<file path="config.mk">
export PLATFORM = sky130hd
export DESIGN_NAME = vcp_sysregs
export DESIGN_NICKNAME = d
export VERILOG_FILES = /design/src/vcp_sysregs.v /design/src/vcp_bpr_split.v
export VERILOG_INCLUDE_DIRS = /design/src
export SDC_FILE = /design/constraint.sdc
export NUM_CORES = 1
export LEC_CHECK = 0
export BUFFER_PORTS_ARGS = -buffer_cell sky130_fd_sc_hd__buf_4
export CAP_MARGIN = 40
export CORE_MARGIN = 1
export CORE_UTILIZATION = 49
export DETAILED_ROUTE_END_ITERATION = 16
export PLACE_DENSITY = 0.77
export SYNTH_ARGS = -nofsm -noshare
export SYNTH_HDL_FRONTEND = slang
export SYNTH_SLANG_ARGS = --single-unit
</file>
<file path="constraint.sdc">
create_clock -name CLOCK -period 5.4 [get_ports CLOCK]
set_input_delay 0.54 -clock CLOCK [delete_from_list [all_inputs] [get_ports CLOCK]]
set_output_delay 0.54 -clock CLOCK [all_outputs]
set_load 0.01 [all_outputs]
</file>
<file path="src/vcp_map.vh">
// Constants for the virtual priority system register block.
`ifndef VCP_MAP_VH
`define VCP_MAP_VH

// Access encoding shared by both register kinds.
`define VCP_OPC1            3'b000
`define VCP_CRN             4'b1100
`define VCP_COPROC          4'b1111
// Group 1 active priorities: opc2 is 0 followed by the index.
`define VCP_CRM_AP1         4'b1001
`define VCP_AP1_OPC2_TOP    1'b0
// Group 0 binary point.
`define VCP_CRM_BP0         4'b1000
`define VCP_OPC2_BP0        3'b011

// Exception levels as presented on the access port.
`define VCP_EL0             2'b00
`define VCP_EL1             2'b01

// Field layout and reset values.
`define VCP_BP_MSB          2
`define VCP_AP_RESET        32'h00000000
`define VCP_NUM_AP          4
`define VCP_PRI_BITS_DEFAULT 5
`define VCP_PRI_BITS_FOR_AP1 6
`define VCP_PRI_BITS_FOR_AP2 7
`define VCP_BP_NO_PREEMPT   3'h7

`endif

</file>
<file path="src/vcp_sysregs.v">
// Virtual group 1 active priority and group 0 binary point system registers.
`timescale 1ns/1ps
`default_nettype none
`include "vcp_map.vh"

module vcp_sysregs #(
  parameter integer PRIORITY_BIT_COUNT = `VCP_PRI_BITS_DEFAULT
) (
  // Clock, reset and enable.
  input  wire        CLOCK,
  input  wire        SYS_RST,
  input  wire        CE,
  // System register access from the core.
  input  wire        ACC_VALID,
  input  wire        ACC_WRITE,
  input  wire [2:0]  ACC_OPC1,
  input  wire [2:0]  ACC_OPC2,
  input  wire [3:0]  ACC_CRN,
  input  wire [3:0]  ACC_CRM,
  input  wire [3:0]  ACC_COPROC,
  input  wire [1:0]  ACC_EL,
  input  wire [31:0] ACC_WDATA,
  // Routing and trap controls from the core.
  input  wire        NONSECURE_SELECT,
  input  wire        IRQ_ROUTE_TO_HYP,
  input  wire        FIQ_ROUTE_TO_HYP,
  input  wire        TRAP_GENERAL_TO_HYP,
  input  wire        SYSREG_IFACE_ENABLE,
  input  wire        EL1_SYSREG_IFACE_ENABLE,
  input  wire        EL2_PRESENT,
  input  wire        EL2_IS_32BIT,
  input  wire        CP_GROUP12_HYP_TRAP,
  input  wire        TRAP_ALL_GROUP1,
  input  wire        TRAP_ALL_GROUP0,
  // Access outcome.
  output wire        RSP_VALID,
  output wire        RSP_CLAIMED,
  output wire [31:0] RSP_RDATA,
  output wire        RSP_UNDEF,
  output wire        RSP_TRAP_EL1,
  output wire        RSP_TRAP_EL2,
  output wire        RSP_TRAP_HYP,
  // Forwarding to the physical registers.
  output wire        RSP_TO_PHYS,
  output wire        RSP_PHYS_BP0,
  output wire [1:0]  RSP_PHYS_INDEX,
  // Group 0 preemption split for the prioritisation logic.
  output wire [2:0]  BP0_VALUE,
  output wire [7:0]  GROUP0_PREEMPT_MASK,
  output wire        GROUP0_PREEMPT_EN
);

  // Fewer priority bits leave the low priority bits unused, so the split
  // can never fall below them.
  localparam integer MIN_BP_I = 7 - PRIORITY_BIT_COUNT;
  localparam [2:0]   MIN_BP   = MIN_BP_I[2:0];

  // Common encoding check for both register kinds.
  function enc_base;
    input [2:0] opc1;
    input [3:0] crn;
    input [3:0] cop;
    begin
      enc_base = (opc1 == `VCP_OPC1) && (crn == `VCP_CRN) && (cop == `VCP_COPROC);
    end
  endfunction

  // Which active priority indices exist at this priority bit count.
  function idx_impl;
    input [1:0] idx;
    begin
      case (idx)
        2'd0:    idx_impl = 1'b1;
        2'd1:    idx_impl = (PRIORITY_BIT_COUNT >= `VCP_PRI_BITS_FOR_AP1);
        default: idx_impl = (PRIORITY_BIT_COUNT >= `VCP_PRI_BITS_FOR_AP2);
      endcase
    end
  endfunction

  // Outcome codes of one access.
  localparam [2:0] OUT_NONE  = 3'd0;
  localparam [2:0] OUT_PHYS  = 3'd1;
  localparam [2:0] OUT_UNDEF = 3'd2;
  localparam [2:0] OUT_TEL1  = 3'd3;
  localparam [2:0] OUT_TEL2  = 3'd4;
  localparam [2:0] OUT_VIRT  = 3'd5;

  wire        base_ok = enc_base(ACC_OPC1, ACC_CRN, ACC_COPROC);
  wire        hit_ap  = ACC_VALID && base_ok && (ACC_CRM == `VCP_CRM_AP1) &&
                        (ACC_OPC2[2] == `VCP_AP1_OPC2_TOP);
  wire        hit_bp  = ACC_VALID && base_ok && (ACC_CRM == `VCP_CRM_BP0) &&
                        (ACC_OPC2 == `VCP_OPC2_BP0);
  wire [1:0]  ap_idx  = ACC_OPC2[1:0];
  wire        el1_ns  = NONSECURE_SELECT && (ACC_EL == `VCP_EL1);
  wire        route   = hit_ap ? IRQ_ROUTE_TO_HYP : FIQ_ROUTE_TO_HYP;
  wire        tall    = hit_ap ? TRAP_ALL_GROUP1 : TRAP_ALL_GROUP0;
  // Only Non-secure EL1 with routing set and trap-general clear sees the virtual copy.
  wire        virt    = el1_ns && route && !TRAP_GENERAL_TO_HYP;

  reg  [2:0]  outcome;
  reg         hyp_mode;

  // Decision order, first match wins. An encoding that is not ours stays
  // unclaimed, and EL0 is always undefined. Anything but Non-secure EL1 with
  // its routing bit set and trap-general clear goes to the physical copy.
  // After that come the two interface enables, the group 12 trap and the
  // trap-all bit. The index check comes last, so that a trap is never hidden
  // behind an undefined answer for a register the guest cannot reach anyway.
  // Forwarded accesses are not checked for index here; the physical side owns that.
  always @* begin
    outcome  = OUT_NONE;
    hyp_mode = 1'b0;
    if (!(hit_ap || hit_bp)) begin
      outcome = OUT_NONE;
    end else if (ACC_EL == `VCP_EL0) begin
      outcome = OUT_UNDEF;
    end else if (!virt) begin
      outcome = OUT_PHYS;
    end else if (!SYSREG_IFACE_ENABLE) begin
      outcome = OUT_UNDEF;
    end else if (!EL1_SYSREG_IFACE_ENABLE) begin
      outcome = OUT_TEL1;
    end else if (EL2_PRESENT && CP_GROUP12_HYP_TRAP &&
                 (!EL2_IS_32BIT || NONSECURE_SELECT)) begin
      outcome = OUT_TEL2;
      hyp_mode = EL2_IS_32BIT;
    end else if (NONSECURE_SELECT && tall) begin
      outcome = OUT_TEL2;
    end else if (hit_ap && !idx_impl(ap_idx)) begin
      outcome = OUT_UNDEF;
    end else begin
      outcome = OUT_VIRT;
    end
  end

  // Only a virtual access may change state; forwarded and trapped writes store nothing.
  wire        do_write = (outcome == OUT_VIRT) && ACC_WRITE;

  // Active priority words; indices that do not exist read as zero and
  // cost no flops. Software is trusted to restore only values it read.
  wire [31:0] ap_val [0:`VCP_NUM_AP-1];
  genvar gi;
  generate
    for (gi = 0; gi < `VCP_NUM_AP; gi = gi + 1) begin : g_ap
      if ((gi == 0) ||
          ((gi == 1) && (PRIORITY_BIT_COUNT >= `VCP_PRI_BITS_FOR_AP1)) ||
          ((gi >= 2) && (PRIORITY_BIT_COUNT >= `VCP_PRI_BITS_FOR_AP2))) begin : g_impl
        reg [31:0] ap_q;
        always @(posedge CLOCK) begin
          if (SYS_RST) begin
            ap_q <= `VCP_AP_RESET;
          end else if (CE && do_write && hit_ap && (ap_idx == gi)) begin
            ap_q <= ACC_WDATA;
          end
        end
        assign ap_val[gi] = ap_q;
      end else begin : g_none
        assign ap_val[gi] = `VCP_AP_RESET;
      end
    end
  endgenerate

  // Binary point with saturation at the minimum.
  reg  [2:0]  bp_q;
  wire [2:0]  bp_wr  = ACC_WDATA[`VCP_BP_MSB:0];
  wire [2:0]  bp_d   = (bp_wr < MIN_BP) ? MIN_BP : bp_wr;

  always @(posedge CLOCK) begin
    if (SYS_RST) begin
      bp_q <= MIN_BP;
    end else if (CE && do_write && hit_bp) begin
      bp_q <= bp_d;
    end
  end

  wire [7:0]  mask_w;
  wire        pen_w;

  vcp_bpr_split u_split (
    .BP         (bp_q),
    .GROUP_MASK (mask_w),
    .PREEMPT_EN (pen_w)
  );

  // Read data: reserved bits of the binary point read as zero.
  wire [31:0] rd_sel  = hit_ap ? ap_val[ap_idx] : {29'h0, bp_q};

  // Response registers.
  reg         valid_q;
  reg         claimed_q;
  reg  [31:0] rdata_q;
  reg         undef_q;
  reg         tel1_q;
  reg         tel2_q;
  reg         hyp_q;
  reg         phys_q;
  reg         phys_bp_q;
  reg  [1:0]  phys_idx_q;
  reg  [7:0]  mask_q;
  reg         pen_q;

  // Next values of the response registers. With no request all but the split mask and enable fall
  // to zero, so a stale answer never looks like a fresh one.
  reg         valid_d;
  reg         claimed_d;
  reg  [31:0] rdata_d;
  reg         undef_d;
  reg         tel1_d;
  reg         tel2_d;
  reg         hyp_d;
  reg         phys_d;
  reg         phys_bp_d;
  reg  [1:0]  phys_idx_d;
  reg  [7:0]  mask_d;
  reg         pen_d;

  always @* begin
    valid_d    = ACC_VALID;
    claimed_d  = (outcome != OUT_NONE);
    rdata_d    = 32'h00000000;
    if ((outcome == OUT_VIRT) && !ACC_WRITE) begin
      rdata_d  = rd_sel;
    end
    undef_d    = (outcome == OUT_UNDEF);
    tel1_d     = (outcome == OUT_TEL1);
    tel2_d     = (outcome == OUT_TEL2);
    hyp_d      = (outcome == OUT_TEL2) && hyp_mode;
    phys_d     = (outcome == OUT_PHYS);
    phys_bp_d  = hit_bp;
    phys_idx_d = hit_ap ? ap_idx : 2'h0;
    // The split lags the binary point by one enabled edge to stay a plain flop output.
    mask_d     = mask_w;
    pen_d      = pen_w;
  end

  // Reset wins over a low clock enable so the block always starts clean.
  always @(posedge CLOCK) begin
    if (SYS_RST) begin
      valid_q    <= 1'b0;
      claimed_q  <= 1'b0;
      rdata_q    <= 32'h00000000;
      undef_q    <= 1'b0;
      tel1_q     <= 1'b0;
      tel2_q     <= 1'b0;
      hyp_q      <= 1'b0;
      phys_q     <= 1'b0;
      phys_bp_q  <= 1'b0;
      phys_idx_q <= 2'h0;
      mask_q     <= 8'h00;
      pen_q      <= 1'b0;
    end else if (CE) begin
      valid_q    <= valid_d;
      claimed_q  <= claimed_d;
      rdata_q    <= rdata_d;
      undef_q    <= undef_d;
      tel1_q     <= tel1_d;
      tel2_q     <= tel2_d;
      hyp_q      <= hyp_d;
      phys_q     <= phys_d;
      phys_bp_q  <= phys_bp_d;
      phys_idx_q <= phys_idx_d;
      mask_q     <= mask_d;
      pen_q      <= pen_d;
    end
  end

  assign RSP_VALID           = valid_q;
  assign RSP_CLAIMED         = claimed_q;
  assign RSP_RDATA           = rdata_q;
  assign RSP_UNDEF           = undef_q;
  assign RSP_TRAP_EL1        = tel1_q;
  assign RSP_TRAP_EL2        = tel2_q;
  assign RSP_TRAP_HYP        = hyp_q;
  assign RSP_TO_PHYS         = phys_q;
  assign RSP_PHYS_BP0        = phys_bp_q;
  assign RSP_PHYS_INDEX      = phys_idx_q;
  assign BP0_VALUE           = bp_q;
  assign GROUP0_PREEMPT_MASK = mask_q;
  assign GROUP0_PREEMPT_EN   = pen_q;

endmodule
`default_nettype wire

</file>
<file path="src/vcp_bpr_split.v">
// Splits an 8-bit priority into preemption group and subpriority by binary point.
`timescale 1ns/1ps
`default_nettype none
`include "vcp_map.vh"

module vcp_bpr_split (
  // Binary point field.
  input  wire [2:0] BP,
  // Bits set where the priority belongs to the preemption group.
  output reg  [7:0] GROUP_MASK,
  // Low when the group performs no preemption at all.
  output reg        PREEMPT_EN
);

  reg [8:0] shifted;

  always @* begin
    // Bits 7 down to bp+1 are group bits; bp down to 0 are subpriority.
    shifted = 9'h1ff << ({1'b0, BP} + 4'h1);
    GROUP_MASK = shifted[7:0];
    PREEMPT_EN = (BP != `VCP_BP_NO_PREEMPT);
  end

endmodule
`default_nettype wire

</file>
Word level (Yosys, flattened, before mapping)
Index checks and enable logic that the tools add are counted.

operators by class
  $add $sub $neg = 1
  multipliers = 0
  div/mod/pow operators = 0
  $lt $le $gt $ge = 2
  equality and inequality tests = 12
  shifts and indexed selects = 1
  muxes and demuxes = 31
  bitwise operators = 2
  reductions and logical operators = 31

operators by type and width
  operator                                                                      count
  32-bit 2-to-1 mux                                                             4
  32-bit binary-select mux with 2-bit select                                    1
  3-bit 2-to-1 mux                                                              9
  1-bit logical AND                                                             21
  4-bit equality test, second input constant                                    4
  1-bit 2-to-1 mux                                                              16
  3-bit by 2-bit equality test with 1-bit output, second input constant         3
  9-bit by 4-bit << shifter with 8-bit output, first input constant             1
  3-bit equality test, second input constant                                    2
  3-bit by 1-bit adder with 4-bit output, second input constant                 1
  1-bit logical NOT                                                             4
  2-bit logical NOT                                                             2
  3-bit by 1-bit equality test with 1-bit output, second input constant         1
  3-bit >= comparator, second input constant                                    1
  3-bit logical NOT                                                             1
  3-bit by 2-bit less-than comparator with 1-bit output, second input constant  1
  3-bit inequality test, second input constant                                  1
  2-bit NOT with 3-bit output                                                   1
  3-bit nonzero test                                                            1
  2-bit by 1-bit equality test with 1-bit output, second input constant         1
  1-bit logical OR                                                              2
  2-bit 2-to-1 mux                                                              1
  1-bit NOT                                                                     1

word-level totals
  register bits after elaboration = 86
  bits in latches = 0
  RAM bits = 0
  ROM bits = 0
  bits of input ports = 68
  output and inout port bits = 54
  word-level logic and storage cells = 94
  memories kept = 0

Logic depth before layout (Yosys ltp)
Gate-level depths: netlist (run 1).

  depth after elaboration = 30
  gate-level depth with buffers = 10
  mapped depth without buffers = 7

Modules after synthesis
From an unflattened synthesis (run 1), not the netlist that was laid out.

second synthesis, totals
  cells, all modules = 385
  area total of the unflattened synthesis = 3573.4 um^2

by module, submodules not included
  module         times used  cells an instance  area an instance (um^2)  sequential area each (um^2)
  vcp_sysregs    1           366                3447.1                   1721.7
  vcp_bpr_split  1           19                 126.4                    0.0

Least setup slack after synthesis (run 1)
Ideal clock, no wire load.

  path kind = input port to flip-flop
  start = in ACC_CRM[1]
  end = reg g_ap[0].g_impl.ap_q[0]
  data arrival time = 2.733 ns
  required time = 5.272 ns
  path slack = 2.539 ns
  stages = 9
  path through = nor4b_4 nand4_4 or4_4 or4_4 nor3b_2 buf_6 buf_12 mux2i_1 nor2_1

between the ends
  word-level cells in the longest chain between the ends = 17
  elaborated cells between the ends (all ways) = 26
  those cells by class = eq/ne (3); mux (10); reduce/logical (13)

RTL lines
  what                                                   line                                  source
  start, declared                                        vcp_sysregs.v:19                      input wire [3:0] ACC_CRM,
  4-bit equality test (no line)                          -
  1-bit logical AND (2 in a row)                         vcp_sysregs.v:89                      wire hit_ap = ACC_VALID && base_ok && (ACC_CRM == `VCP_CRM_AP1) &&
  1-bit logical AND or 1-bit 2-to-1 mux (tied branches)  vcp_sysregs.v:129, vcp_sysregs.v:96
  3-bit 2-to-1 mux or 1-bit logical AND (tied branches)  vcp_sysregs.v:129, vcp_sysregs.v:127
  3-bit 2-to-1 mux                                       vcp_sysregs.v:127                     end else if (NONSECURE_SELECT && tall) begin
  3-bit 2-to-1 mux                                       vcp_sysregs.v:123                     end else if (EL2_PRESENT && CP_GROUP12_HYP_TRAP &&
  3-bit 2-to-1 mux                                       vcp_sysregs.v:121                     end else if (!EL1_SYSREG_IFACE_ENABLE) begin
  3-bit 2-to-1 mux                                       vcp_sysregs.v:119                     end else if (!SYSREG_IFACE_ENABLE) begin
  3-bit 2-to-1 mux                                       vcp_sysregs.v:117                     end else if (!virt) begin
  3-bit 2-to-1 mux                                       vcp_sysregs.v:115                     end else if (ACC_EL == `VCP_EL0) begin
  3-bit 2-to-1 mux                                       vcp_sysregs.v:113                     if (!(hit_ap || hit_bp)) begin
  3-bit equality test                                    vcp_sysregs.v:137                     wire do_write = (outcome == OUT_VIRT) && ACC_WRITE;
  1-bit logical AND                                      vcp_sysregs.v:137
  1-bit logical AND                                      vcp_sysregs.v:152                     end else if (CE && do_write && hit_ap && (ap_idx == gi)) begin
  1-bit logical AND * (2 in a row)                       vcp_sysregs.v:152
  end signal, assigned                                   vcp_sysregs.v:151                     ap_q <= `VCP_AP_RESET;
  end, declared                                          vcp_sysregs.v:148                     reg [31:0] ap_q;

Every way passes the cells marked *; elsewhere a longest branch is shown, timed or not.
A chain may end at the register's enable or synchronous reset.

Worst setup path after layout (run 1)
  start = in ACC_CRM[1]
  end = reg g_ap[0].g_impl.ap_q[4]

The elaborated chain is that of the path after synthesis.

==> results of run 1 <==
## layout by cell type, fill, tap and decap left out, drive strengths merged, types with 5 or more instances in the layout
cell type,count
nor2,54
inv,7
nor2b,6
a21oi,16
nand3,5
nand2,16
dfxtp,86
o21ai,9
mux2i,36
buf,124
a22o,31
clkbuf,9
nor3,6
## worst max-delay path, delay by kind of cell
kind          cells  cell delay (ps)
buf+inv           2              400
mux               1              220
simple gates      6             2430
## power by group through the flow
stage                     clock network, uW  registers [uW]  logic (uW)
final                                   457             639        84.5
after global routing                    497             640        91.8
after CTS                               469             639        84.8
after detailed placement                  0             654        84.5
after global placement                    0             654        84.0
after floorplan                           0             656        28.8
## state kept, by name, indices dropped and copies added, names as in the netlist
register	count
RSP_CLAIMED	1
RSP_TRAP_EL1	1
RSP_TO_PHYS	1
RSP_PHYS_INDEX	2
RSP_UNDEF	1
GROUP0_PREEMPT_EN	1
RSP_PHYS_BP0	1
RSP_VALID	1
RSP_TRAP_HYP	1
RSP_TRAP_EL2	1
GROUP0_PREEMPT_MASK	8
RSP_RDATA	32
g_ap.g_impl.ap_q	32
BP0_VALUE	3
## metal layers
layer  vias to the layer above  routed length (um)  GRT usage (%)
met1                      1364                3490           28.2
met2                        78                3780           35.8
met3                         4                 483           7.20
met4                         0                  41           5.00
li1                       1436                   -              -
met5                         -                   0              0
## through the flow
step	hold slack, ps	area [um^2]	setup slack (ps)	util, %	total power (uW)
finish	418	4530	2010	67.0	1180
global placement	444	4320	1750	64.0	738
detailed placement	451	4320	1670	64.0	739
global route	409	4530	1880	67.0	1230
floorplan	442	3410	2540	-	685
CTS	408	4530	2040	67.0	1190
## cell families (layout without fill, tap and decap cells)
family                     after synthesis  count (layout)  synth area share, %
muxes                                   37              37                 10.9
buffers and inverters                   24             145                 4.70
AOI/OAI and AO/OA                       69              69                 14.7
adders and majority gates                3               3                 1.10
and+or+nand+nor                        116             116                 18.1
DFF                                     86              86                 50.6
## final timing paths
kind / from / endpoint / slack (ps) / cells after the start
setup / recovery: ACC_CRM[1] / g_ap[0].g_impl.ap_q[4] / 2010 / 9
hold / removal: ACC_WDATA[13] / g_ap[0].g_impl.ap_q[13] / 420 / 3
setup reg to reg: BP0_VALUE[1] / GROUP0_PREEMPT_MASK[1] / 3960 / 7
hold reg to reg: g_ap[0].g_impl.ap_q[29] / RSP_RDATA[29] / 460 / 1
## cell type report
class | instances | area [um^2]
Tap cell | 80 | 100
Clock inverter | 7 | 81.3
Timing Repair Buffer | 124 | 943
Clock buffer | 9 | 124
Multi-Input combinational cell | 225 | 1540
Fill cell | 561 | 2230
Sequential cell | 86 | 1720
Inverter | 5 | 18.8
==> impl_metrics.csv, run 1 <==
group,metric,value,unit
floorplan,core.rowCount,30,
sta,fin_skew,5.42,ps
route,drc,0,
final_layout,instances_no_fill,536,
floorplan,die-area,0.00729,mm^2
clocking,cts_root_buffer,"clkbuf_8",
yosys,yosys.area.top_type,"dfxtp_1",
sta,final.setup.tns,0,ps
power_and_ir_drop,combPwrFrac,7.2,%
yosys,syn_nets,406,
yosys,synth_top_area_share,50.6,%
clocking,cts-resized-gates,0,
route,routedWlPerCell,14.5,um
yosys,yosysMostFrequentCell,"dfxtp_1",
clocking,htreeDepth,3,
sta,fmax,295,MHz
route,antenna_left,0,
placed_design,placed_cells,520,
floorplan,ioPinCount,122,
status,status,"complete, no violations",
final_layout,syn_to_final_growth,32.9,%
clocking,cts_num_sinks,86,
route,drtPass1Iterations,7,
floorplan,start_util,50.4,%
yosys,avgSynthCellArea,10.2,um^2
sta,finalCritPeriodShare,62.8,%
clocking,cts_setup_buffers,0,
power_and_ir_drop,p_switching,276,uW
global_routing,grt_use_total,21.9,%
route,totalWireLength,7790,um
min_path,hold_path_class,"in -> reg",
yosys,synth.distinct_cells,48,
power_and_ir_drop,p_int,904,uW
power_and_ir_drop,peakVddDrop,0.000199,V
global_routing,grt_start_max_net_pins,59,
clocking,clockBufferDepth,2,
yosys,synth_edf_count,0,
final_layout,num_antenna_cells,0,
yosys,yosysWarnings,0,
power_and_ir_drop,leakagePower,0.00194,uW
clocking,cts_tree,"yes",
global_routing,antenna_found_initial,0,
sta,drv_slew,0,
route,via_per_inst,5.38,
power_and_ir_drop,switching_share,23.4,%
critical_path,cp.required,5620,ps
final_layout,final_nets,522,
floorplan,coreArea,0.00676,mm^2
yosys,synth_commonest_cells,"dfxtp_1, nor2_1, mux2i_1",
placed_design,port_buffers,121,
power_and_ir_drop,power_per_cell_area,261,mW/mm^2
yosys,synthCells,335,
yosys,async_reset_ff_share,0,%
yosys,syn_area,0.00341,mm^2
sta,hold_viol,0,
sta,rsz0062_at_grt,"no",
global_routing,grt-ovfl-total,0,
critical_path,worstPathMaxFanout,20,
power_and_ir_drop,seqPwrFrac,54.2,%
critical_path,crit_chain,"buf_4 -> nor4b_4 -> nand4_4 -> or4_4 -> or4_4 -> nor3b_4 -> buf_12 -> mux2i_1 -> nor2_1",
global_routing,grt_pass1_vias,2610,
route,first_iter_violations,180,
sta,worst_pin_slew,929,ps
clocking,cts_buffers,9,
critical_path,critical-path-slowest-cell,"nor3b_4",
run,maxCapViolCount,0,
clocking,clk_pin_slew,90,ps
clocking,clock_latency,350,ps
critical_path,path_class,"in -> reg",
global_routing,grt_pass1_wl,12600,um
critical_path,critPathMostFrequentCell,"or4_4",
sta,relSlewSlack,38.0,%
final_layout,layout-drive-gt1-share,32.9,%
critical_path,arrival,3610,ps
yosys,yosys_most_used_dff,"dfxtp_1",
power_and_ir_drop,pwr-share-clk,38.7,%
critical_path,crit_path_max_incr_delay,770,ps
placed_design,dp_hpwl,5570,um
critical_path,crit_path_end_kind,"flip-flop",
route,vias,2882,
critical_path,startpoint_type,"primary input",
floorplan,die_x,85.4,um
yosys,seq_area_frac_synth,50.6,%
clocking,cts_hold_buf,0,
yosys,synth_seq_cells,86,
sta,finalSetupViolCount,0,
floorplan,die_height,85.4,um
yosys,ys_top_cells_by_area,"dfxtp_1, mux2i_1, a22o_1, nor2_1, a21oi_1",
placed_design,gp_congestion,0.862,
sta,period_needed,3390,ps
No activity file was read; power rests on OpenSTA's default activity.
==> inputs of run 2 (changes only) <==
--- a/config.mk
+++ b/config.mk
@@ -9,9 +9,9 @@
 export BUFFER_PORTS_ARGS = -buffer_cell sky130_fd_sc_hd__buf_4
 export CAP_MARGIN = 40
 export CORE_MARGIN = 1
-export CORE_UTILIZATION = 49
+export CORE_UTILIZATION = 44
 export DETAILED_ROUTE_END_ITERATION = 16
-export PLACE_DENSITY = 0.77
+export PLACE_DENSITY = 0.73
 export SYNTH_ARGS = -nofsm -noshare
 export SYNTH_HDL_FRONTEND = slang
 export SYNTH_SLANG_ARGS = --single-unit
==> constraint.sdc (replaced) <==
create_clock -name CLOCK -period 3 [get_ports CLOCK]
set_input_delay 0.3 -clock CLOCK [delete_from_list [all_inputs] [get_ports CLOCK]]
set_output_delay 0.3 -clock CLOCK [all_outputs]
set_load 0.01 [all_outputs]
==> impl_metrics.csv, run 2 (synthesized netlist as in run 1, its figures left out) <==
group,metric,value,unit
sta,fmax,406,MHz
route,drc,0,
floorplan,die_height,90.0,um
power_and_ir_drop,leakagePower,0.00197,uW
final_layout,syn_to_final_growth,35.2,%
critical_path,startpoint_type,"primary input",
placed_design,placed_cells,545,
floorplan,core.rowCount,31,
route,totalWireLength,7930,um
final_layout,register_area,0.00172,mm^2
route,vias,2929,
power_and_ir_drop,peakVddDrop,0.000396,V
critical_path,path_class,"in -> reg",
clocking,cts_setup_buffers,0,
sta,final.setup.tns,0,ps
final_layout,num_antenna_cells,0,
clocking,clock_latency,360,ps
clocking,clockBufferDepth,2,
clocking,cts_root_buffer,"clkbuf_8",
critical_path,crit_path_end_kind,"flip-flop",
critical_path,worstPathMaxFanout,16,
floorplan,coreArea,0.00737,mm^2
floorplan,start_util,46.2,%
route,via_per_inst,5.22,
route,drtPass1Iterations,4,
final_layout,multiInputGateArea,0.00154,mm^2
global_routing,grt_pass1_vias,2862,
global_routing,grt_start_max_net_pins,59,
sta,worst_pin_slew,597,ps
final_layout,final_common_cell,"buf_4",
clocking,cts_hold_buf,0,
sta,relSlewSlack,60.2,%
sta,hold_viol,0,
clocking,cts_num_sinks,86,
clocking,cts_buffers,9,
floorplan,ioPinCount,122,
clocking,cts_tree,"yes",
clocking,htreeDepth,3,
global_routing,grt_use_total,20.4,%
final_layout,final_cell_mix,"buf_4, dfxtp_1, nor2_1, mux2i_1, a22o_1",
route,antenna_left,0,
global_routing,grt-ovfl-total,0,
placed_design,dp_hpwl,5800,um
critical_path,reg2reg_slack,1500,ps
placed_design,pre_cts_slack,156,ps
sta,finalCritPeriodShare,82.1,%
placed_design,gp_congestion,0.887,
floorplan,die_x,90.0,um
critical_path,cp.required,3230,ps
status,status,"complete, no violations",
min_path,hold_path_class,"in -> reg",
floorplan,die-area,0.00810,mm^2
final_layout,layout-drive-gt1-share,33.8,%
final_layout,fillers,645,
power_and_ir_drop,power_per_cell_area,455,mW/mm^2
global_routing,grt_pass1_wl,13400,um
run,maxCapViolCount,0,
sta,rsz0062_at_grt,"no",
clocking,cts-resized-gates,0,
final_layout,instances_no_fill,561,
route,first_iter_violations,118,
route,routedWlPerCell,14.1,um
global_routing,antenna_found_initial,0,
final_layout,final_nets,528,
sta,worst_slack,538,ps
final_layout,final_util,62.5,%
sta,period_needed,2460,ps
clocking,clk_pin_slew,100,ps
sta,fin_skew,7.33,ps
placed_design,port_buffers,121,
sta,finalSetupViolCount,0,
sta,drv_slew,0,
critical_path,arrival,2690,ps
run 2: worst max-delay path, cell delays in order:
cell and delay (ps):
buf_4 120, nor4b_4 330, nand4_4 120, or4_4 540, or4_4 500, nor3b_4 300, buf_12 210, mux2i_1 200
nor2_1 50
run 2: worst paths after layout:
path                      start                      end  cells past startpoint
hold reg to reg    RSP_RDATA[0]             RSP_RDATA[0]                      2
hold / removal    ACC_WDATA[22]  g_ap[0].g_impl.ap_q[22]                      3
setup / recovery     ACC_CRM[1]   g_ap[0].g_impl.ap_q[2]                      9
setup reg to reg   BP0_VALUE[1]   GROUP0_PREEMPT_MASK[1]                      7
run 2: routing by layer:
layer,vias up,part of all wire [%],GRT usage [%]
met5,-,0,0
met1,1377,43,24.0
met3,4,7.3,7.78
met2,101,49,35.0
li1,1447,-,-
met4,0,0.49,5.24
run 2: area by class of cell:
class | count | area share (%)
Inverter | 5 | 0.408
Multi-Input combinational cell | 225 | 33.4
Sequential cell | 86 | 37.4
Clock buffer | 9 | 2.69
Tap cell | 99 | 2.69
Clock inverter | 7 | 1.66
Timing Repair Buffer | 130 | 21.7
run 2: where the power goes:
| group | internal [uW] | total [uW] | leakage (uW) | switching [uW] |
|---|---|---|---|---|
| combinational | 83.5 | 154 | 0.00117 | 70.5 |
| clock | 330 | 792 | 0.000103 | 461 |
| sequential | 1150 | 1150 | 0.000695 | 3.49 |
run 2: stage by stage:
stage / instance area, um^2 / hold WS [ps] / total power [uW]
after global routing: 4600 / 154 / 2190
after CTS: 4600 / 149 / 2130
after global placement: 4400 / 447 / 1330
after detailed placement: 4400 / 450 / 1330
final: 4600 / 167 / 2100
after floorplan: 3410 / 442 / 1230
